### src/design/rci_defs.vh
/*
 * Constants for the reset-cause and interrupt block: register offsets,
 * field positions, reset values and vectors.
 * Assumes inclusion by bare name from the design file.
 */
`ifndef RCI_DEFS_VH
`define RCI_DEFS_VH

// register byte offsets on the axi4-lite slave
`define RCI_OFS_STATUS 4'h0
`define RCI_OFS_MASK 4'h4
`define RCI_OFS_CAUSE 4'h8
`define RCI_OFS_CTRL 4'hC

// interrupt status and mask field positions
`define RCI_BIT_TIMER 0
`define RCI_BIT_PORTCHG 1
`define RCI_BIT_EXT 2

// reset-cause field positions
`define RCI_BIT_PINWAKE 0
`define RCI_BIT_WDTO 1
`define RCI_BIT_PWRDN 2

// control register field positions
`define RCI_BIT_PORTSEL 0
`define RCI_BIT_EXTSEL 6

// reset values
`define RCI_RST_FLAGS 3'h0
`define RCI_RST_MASK 3'h0

// fetch vectors
`define RCI_VEC_HW 10'h008
`define RCI_VEC_SW 10'h001

// bus response codes
`define RCI_RESP_OKAY 2'h0
`define RCI_RESP_SLVERR 2'h2

`endif

### src/design/rci_reset_irq.v
/*
 * Reset-cause recorder and three-source interrupt controller, with an
 * axi4-lite register slave.
 * Assumes the core gives one-cycle instruction strobes, all inputs are
 * synchronous to clk, and the core handles its own restart at reset.
 */
`timescale 1ns/1ns
`include "rci_defs.vh"

module rci_reset_irq (
    // clock and reset
    input wire clk,
    input wire sys_rst,
    // reset causes, level during the reset
    input wire power_on_rst,
    input wire reset_pin_n,
    input wire watchdog_timeout,
    // core instruction strobes
    input wire watchdog_clear_instr,
    input wire sleep_instr,
    input wire irq_enable_instr,
    input wire irq_disable_instr,
    input wire irq_return_instr,
    input wire sw_irq_instr,
    // interrupt sources
    input wire timer_counter_ovf,
    input wire [5:0] port_in,
    // core fetch redirect and sleep control
    output wire vector_valid,
    output reg [9:0] vector_addr,
    output reg sleeping,
    output wire wake,
    output wire irq_req,
    // axi4-lite slave
    input wire [3:0] s_axi_awaddr,
    input wire s_axi_awvalid,
    output wire s_axi_awready,
    input wire [31:0] s_axi_wdata,
    input wire [3:0] s_axi_wstrb,
    input wire s_axi_wvalid,
    output wire s_axi_wready,
    output reg [1:0] s_axi_bresp,
    output reg s_axi_bvalid,
    input wire s_axi_bready,
    input wire [3:0] s_axi_araddr,
    input wire s_axi_arvalid,
    output wire s_axi_arready,
    output reg [31:0] s_axi_rdata,
    output reg [1:0] s_axi_rresp,
    output reg s_axi_rvalid,
    input wire s_axi_rready
);

    reg [2:0] irq_status_reg;
    reg [2:0] irq_mask_reg;
    reg [2:0] cause;
    reg global_en;
    reg [5:0] port_is_out;
    reg port_zero_is_int;
    reg [5:0] port_ref;
    reg [5:0] port_prev;
    reg timer_prev;
    reg vec_pulse;
    reg [3:0] aw_addr;
    reg aw_held;
    reg [31:0] w_data;
    reg w_held;
    reg [2:0] next_irq_status;
    reg [2:0] next_cause;
    reg [31:0] rd_word;
    reg [5:0] chg_bits;
    wire [5:0] excluded;
    wire port_change;
    wire ext_fall;
    wire timer_fall;
    wire wr_fire;
    wire [3:0] wr_addr;
    wire [31:0] wr_data;
    wire wr_status;
    wire [5:0] port_zero_mask;

    // exclusion of outputs and of pin zero serving as interrupt input
    assign port_zero_mask = {5'b0_0000, port_zero_is_int};
    assign excluded = port_is_out | port_zero_mask;

    // per-pin compare against the stored port image
    genvar gi;
    generate
        for (gi = 0; gi < 6; gi = gi + 1) begin : g_chg
            always @* begin
                chg_bits[gi] = (port_in[gi] ^ port_ref[gi]) & ~excluded[gi];
            end
        end
    endgenerate
    assign port_change = |chg_bits;

    // falling edges of the other two sources
    assign ext_fall = port_prev[0] & ~port_in[0] & port_zero_is_int;
    assign timer_fall = timer_prev & ~timer_counter_ovf;

    // masked request and wake; branching needs the global enable
    assign irq_req = |(irq_status_reg & irq_mask_reg);
    assign wake = sleeping &
        (port_change & irq_mask_reg[`RCI_BIT_PORTCHG]);
    assign vector_valid = vec_pulse;

    // bus write channel: either order, response after both
    assign s_axi_awready = ~aw_held & ~s_axi_bvalid;
    assign s_axi_wready = ~w_held & ~s_axi_bvalid;
    assign wr_fire = (aw_held | s_axi_awvalid) & (w_held | s_axi_wvalid) &
        ~s_axi_bvalid;
    assign wr_addr = aw_held ? aw_addr : s_axi_awaddr;
    assign wr_data = w_held ? w_data : s_axi_wdata;
    assign wr_status = wr_fire & (wr_addr == `RCI_OFS_STATUS) &
        s_axi_wstrb[0];
    assign s_axi_arready = ~s_axi_rvalid;

    // next status: hardware sets win over software zero-writes
    always @* begin
        next_irq_status = irq_status_reg;
        if (wr_status) begin
            next_irq_status = irq_status_reg & wr_data[2:0];
        end
        if (timer_fall) begin
            next_irq_status[`RCI_BIT_TIMER] = 1'b1;
        end
        if (ext_fall) begin
            next_irq_status[`RCI_BIT_EXT] = 1'b1;
        end
        // port change only latches while its mask bit is set
        if (port_change & irq_mask_reg[`RCI_BIT_PORTCHG]) begin
            next_irq_status[`RCI_BIT_PORTCHG] = 1'b1;
        end
    end

    // reset-cause update: each cause picks its flag pattern
    always @* begin
        next_cause = cause;
        if (power_on_rst) begin
            next_cause = 3'b110;
        end else if (watchdog_timeout) begin
            if (sleeping) begin
                next_cause = 3'b000;
            end else begin
                next_cause = {cause[`RCI_BIT_PWRDN], 2'b00};
            end
        end else if (!reset_pin_n) begin
            if (sleeping) begin
                next_cause = 3'b010;
            end else begin
                next_cause = {cause[2:1], 1'b0};
            end
        end else if (wake) begin
            next_cause = 3'b011;
        end else if (watchdog_clear_instr) begin
            next_cause = {2'b11, cause[0]};
        end else if (sleep_instr) begin
            next_cause = {2'b01, cause[0]};
        end
    end

    // cause flags survive sys_rst; power-on sets them to 110, other causes, wake and strobes rewrite them
    always @(posedge clk) begin
        cause <= next_cause;
    end

    // interrupt state, sleep and vectoring
    always @(posedge clk) begin
        if (sys_rst | power_on_rst | ~reset_pin_n | watchdog_timeout) begin
            irq_status_reg <= `RCI_RST_FLAGS;
            irq_mask_reg <= `RCI_RST_MASK;
            global_en <= 1'b0;
            sleeping <= 1'b0;
            vec_pulse <= 1'b0;
            vector_addr <= `RCI_VEC_HW;
            port_is_out <= 6'b00_0000;
            port_zero_is_int <= 1'b0;
            port_ref <= 6'b00_0000;
            port_prev <= 6'b00_0000;
            timer_prev <= 1'b0;
        end else begin
            irq_status_reg <= next_irq_status;
            port_prev <= port_in;
            timer_prev <= timer_counter_ovf;
            vec_pulse <= 1'b0;
            // reference tracks pins while change detection is off
            if (!irq_mask_reg[`RCI_BIT_PORTCHG] | wake) begin
                port_ref <= port_in;
            end
            if (sleep_instr) begin
                sleeping <= 1'b1;
            end else if (wake) begin
                sleeping <= 1'b0;
            end
            if (irq_enable_instr | irq_return_instr) begin
                global_en <= 1'b1;
            end else if (irq_disable_instr) begin
                global_en <= 1'b0;
            end
            // software interrupt outranks a pending hardware one
            if (sw_irq_instr & global_en) begin
                vec_pulse <= 1'b1;
                vector_addr <= `RCI_VEC_SW;
                global_en <= 1'b0;
            end else if (global_en & irq_req & ~irq_return_instr &
                    ~irq_enable_instr) begin
                vec_pulse <= 1'b1;
                vector_addr <= `RCI_VEC_HW;
                global_en <= 1'b0;
            end
            if (wr_fire & s_axi_wstrb[0]) begin
                if (wr_addr == `RCI_OFS_MASK) begin
                    irq_mask_reg <= wr_data[2:0];
                end
                if (wr_addr == `RCI_OFS_CTRL) begin
                    port_is_out <= wr_data[5:0];
                    port_zero_is_int <= wr_data[`RCI_BIT_EXTSEL];
                end
            end
        end
    end

    // read mux
    always @* begin
        rd_word = 32'h0000_0000;
        case (s_axi_araddr)
            `RCI_OFS_STATUS: rd_word = {29'h0, irq_status_reg};
            `RCI_OFS_MASK: rd_word = {29'h0, irq_mask_reg};
            `RCI_OFS_CAUSE: rd_word = {29'h0, cause};
            `RCI_OFS_CTRL: rd_word = {25'h0, port_zero_is_int, port_is_out};
            default: rd_word = 32'h0000_0000;
        endcase
    end

    // axi handshakes; unmapped offsets answer slverr
    always @(posedge clk) begin
        if (sys_rst) begin
            aw_held <= 1'b0;
            w_held <= 1'b0;
            aw_addr <= 4'h0;
            w_data <= 32'h0000_0000;
            s_axi_bvalid <= 1'b0;
            s_axi_bresp <= `RCI_RESP_OKAY;
            s_axi_rvalid <= 1'b0;
            s_axi_rresp <= `RCI_RESP_OKAY;
            s_axi_rdata <= 32'h0000_0000;
        end else begin
            if (s_axi_awvalid & s_axi_awready & ~wr_fire) begin
                aw_held <= 1'b1;
                aw_addr <= s_axi_awaddr;
            end
            if (s_axi_wvalid & s_axi_wready & ~wr_fire) begin
                w_held <= 1'b1;
                w_data <= s_axi_wdata;
            end
            if (wr_fire) begin
                aw_held <= 1'b0;
                w_held <= 1'b0;
                s_axi_bvalid <= 1'b1;
                s_axi_bresp <= (wr_addr == `RCI_OFS_STATUS ||
                    wr_addr == `RCI_OFS_MASK || wr_addr == `RCI_OFS_CTRL) ?
                    `RCI_RESP_OKAY : `RCI_RESP_SLVERR;
            end else if (s_axi_bready) begin
                s_axi_bvalid <= 1'b0;
            end
            if (s_axi_arvalid & s_axi_arready) begin
                s_axi_rvalid <= 1'b1;
                s_axi_rdata <= rd_word;
                s_axi_rresp <= (s_axi_araddr[1:0] == 2'b00) ?
                    `RCI_RESP_OKAY : `RCI_RESP_SLVERR;
            end else if (s_axi_rready) begin
                s_axi_rvalid <= 1'b0;
            end
        end
    end

endmodule // rci_reset_irq

### config.mk
export PLATFORM = sky130hd
export DESIGN_NAME = rci_reset_irq
export DESIGN_NICKNAME = d
export VERILOG_FILES = /design/src/design/rci_reset_irq.v
export VERILOG_INCLUDE_DIRS = /design/src /design/src/design
export SDC_FILE = /design/constraint.sdc
export NUM_CORES = 1
export LEC_CHECK = 0
export BUFFER_PORTS_ARGS = -buffer_cell sky130_fd_sc_hd__buf_4
export CORE_AREA = 2 2 110 70
export DETAILED_ROUTE_END_ITERATION = 8
export DIE_AREA = 0 0 112 72
export GPL_TIMING_DRIVEN = 0
export PLACE_DENSITY = 0.72
export SLEW_MARGIN = 10
export SYNTH_ARGS = -nofsm -noshare
export SYNTH_HDL_FRONTEND = slang
export SYNTH_SLANG_ARGS = --single-unit
### constraint.sdc
create_clock -name clk -period 4.9 [get_ports clk]
set_input_delay 0.49 -clock clk [delete_from_list [all_inputs] [get_ports clk]]
set_output_delay 0.49 -clock clk [all_outputs]
set_load 0.01 [all_outputs]
==> results.tsv <==
metric	value	unit
crit path cell chain	xnor2_1 -> o32ai_4 -> o311ai_1 -> inv_1 -> buf_4	
CORE AREA	0.007027	sq mm
die area	0.008064	sq mm
Detail Placement HPWL	5165	microns
final cycle utilization of the critical path	0.4674	
leading registers by flop count	s_axi_rdata (7), w_data (7)	
Die W	112	microns
Slew Viols, Final	0	
DIE HEIGHT	72	microns
Worst EP required	4410	ps
number of diodes	0	
CP Launch Type	flop	
Synth Area in XOR/XNOR	0.01916	
max_cap viols	0	
adder-cell share of the synthesized area	0	
vias post-DR	2297	
root buf cell	clkbuf_16	
Post-Syn Area	0.002743	sq mm
Post-CTS Resized	0	
DR WL/cell	13.75	microns
Worst-Skew Late Latency	290	ps
Placed Area	0.003412	sq mm
most numerous cell in the Yosys netlist	dfxtp_1	
Cells after Synth	289	
Max IR drop VDD	0.1510	mV
drt pass-1 iters	4	
CTS buffer count	5	
multiplexer share of the synthesized area	0.1505	
worst slew pin tran	819.8	ps
main combinational cell family by area after synthesis	compound AO/OA/AOI/OAI gates	
minimum clock period	2290	ps
R2R setup slack	3050	ps
# IOs	122	
top cells by count, synth	53 x dfxtp_1, 36 x buf_4, 30 x mux2i_1, 30 x nand2_1, 27 x nor2_1	
Iteration-0 DRC Markers	136	
Yosys top cell by area	dfxtp_1	
delay of the slowest critical-path stage	470	ps
vias in the first global route	2124	
critical path class	reg -> out	
Mapped Avg Cell Area	9.490	sq um
CTS tree	yes	
Worst EP arrival	1800	ps
reg2reg path depth	5	
Routed WL	6585	microns
WP buf/inv	2	
Worst Hold Class	in -> reg	
post-route ant nets	0	
final hold vios	0	
Primary FF master, synth	dfxtp_1	
Pleak	1.590	nW
post-synthesis compound-gate area fraction	0.1560	
Cell Pwr Density	269.8	mW/mm^2
Buffers on Ports	57	
Design Area, Final	0.003562	sq mm
status	finished clean	
setup TNS	0	ps
sequential element share of the synthesized area	0.3869	
simple-gate share of the synthesized area	0.1519	
Reg clk slew, reported paths	70	ps
initial antenna violation count	0	
Slew HR	0.4458	
Fmax achieved	436.6	MHz
htree depth	2	
Reg-to-Reg End	irq_mask_reg[1]$_SDFFE_PP0P_	
clock sink count	53	
CP max-delay cell	o311ai_1	
Yosys warning count	0	
NumNets Final	454	
Total GRT Usage	0.1616	
r2r startpoint	aw_held$_SDFFE_PP0P_	
number of synthesized flops with an enable pin	0	
Avg Vias per Cell	4.795	
post-synth top area share	0.3869	
pin count of the biggest net entering global routing	19	
Post CTS Setup Buffer Count	0	
drt drc	0	
Rows	24	
Async SR Flop Fraction	0	
Initial Util	0.3903	
area grow syn2layout	29.88	%
buffer depth of the longest clock path	2	
clk_skew	9.917	ps
hold-critical path depth	2	
Worst Hold Path EP	s_axi_rvalid$_SDFFE_PP0P_	
worst-path maximum fanout	6	
GR Overflow Total	0	
CTS Hold Buffers Added	0	
layout cells sized above 1	0.3041	
library cells used by synthesis	47	
largest cells by area after synthesis	dfxtp_1 39%, mux2i_1 11%, buf_4 9.9%, nand2_1 4.1%, nor2_1 3.7%	
RSZ-0062 raised after global routing	no	
#FFs+latches synth	53	
CP top delay family	compound AO/OA/AOI/OAI gates	
Stages on worst setup path	5	
global-route wire length before repair	10490	microns
Critical Path End Type	output pin	
routability cong.	0.8191	
Final Setup Violations	0	
Hold Startpoint	s_axi_rready	
==> worst max-delay path by stage <==
stage                              from   end
6_report       port_ref[5]$_SDFFE_PP0P_  wake
5_1_grt        port_ref[5]$_SDFFE_PP0P_  wake
4_1_cts        port_ref[5]$_SDFFE_PP0P_  wake
3_5_place_dp                 port_in[5]  wake
3_3_place_gp                 port_in[5]  wake
2_1_floorplan                port_in[5]  wake
==> cells by family after synthesis <==
| group | after synthesis |
|---|---|
| AOI/OAI and AO/OA | 51 |
| DFF | 53 |
| other | 1 |
| and+or+nand+nor | 83 |
| xor gates and xnor gates | 6 |
| muxes | 37 |
| buffers and inverters | 58 |
==> routing by layer <==
| layer | global-route usage | part of all wire |
|---|---|---|
| met1 | 0.2385 | 0.51 |
| met2 | 0.2377 | 0.41 |
| met3 | 0.04428 | 0.073 |
| met4 | 0.03388 | 0.0032 |
| met5 | 0 | 0 |
==> through the flow <==
step | instances | utilization | power, mW | hold WS [ps] | setup slack (ps)
after floorplan | 323 | - | 0.5598 | 426.6 | 3091
after global placement | 471 | 0.4856 | 0.6119 | 449.0 | 2645
after detailed placement | 471 | 0.4856 | 0.6153 | 447.9 | 2636
after CTS | 479 | 0.5069 | 0.9701 | 376.4 | 2606
after global routing | 479 | 0.5069 | 1.005 | 397.9 | 2515
final | 479 | 0.5069 | 0.9610 | 380.2 | 2610
==> where the power goes <==
part | switching, mW | total (mW) | leakage, nW | internal (mW)
clock | 0.161 | 0.354 | 0.0704 | 0.192
combinational | 0.0790 | 0.157 | 1.09 | 0.0781
sequential | 0.00809 | 0.450 | 0.430 | 0.442
==> layout make-up <==
class | instances | area [sq um]
multi-input combinational | 212 | 1441
sequential | 53 | 1061
clock buffer | 5 | 125.1
inverter | 11 | 41.29
tap | 91 | 113.9
clock inverter | 3 | 25.02
timing repair buffer | 57 | 427.9
buffer | 47 | 326.6
fill | 691 | 3465
==> cells in the final DEF, fill, tap and decap left out, drive strengths merged, types with 2 or more instances in the layout <==
master and n:
and3 2, xnor2 6, nor4b 4, inv 12, a21o 2, nor3 4
conb 35, buf 96, nand2 30, mux4 3, a21oi 9, nand3 2
dfxtp 53, o311ai 5, clkbuf 13, o21ai 3, o31ai 9, o221ai 2
o22ai 3, a22oi 7, a211oi 3, mux2i 30, mux2 4, nand2b 4
nor2b 2, nor2 27
==> worst register-to-register path, cell delays in order (launching register included) <==
cell and delay, ps:
dfxtp_1 320, buf_6 140, mux2i_1 580, or3b_1 400, clkbuf_1 160, mux2i_1 140
No activity file was read; power rests on OpenSTA's default activity.
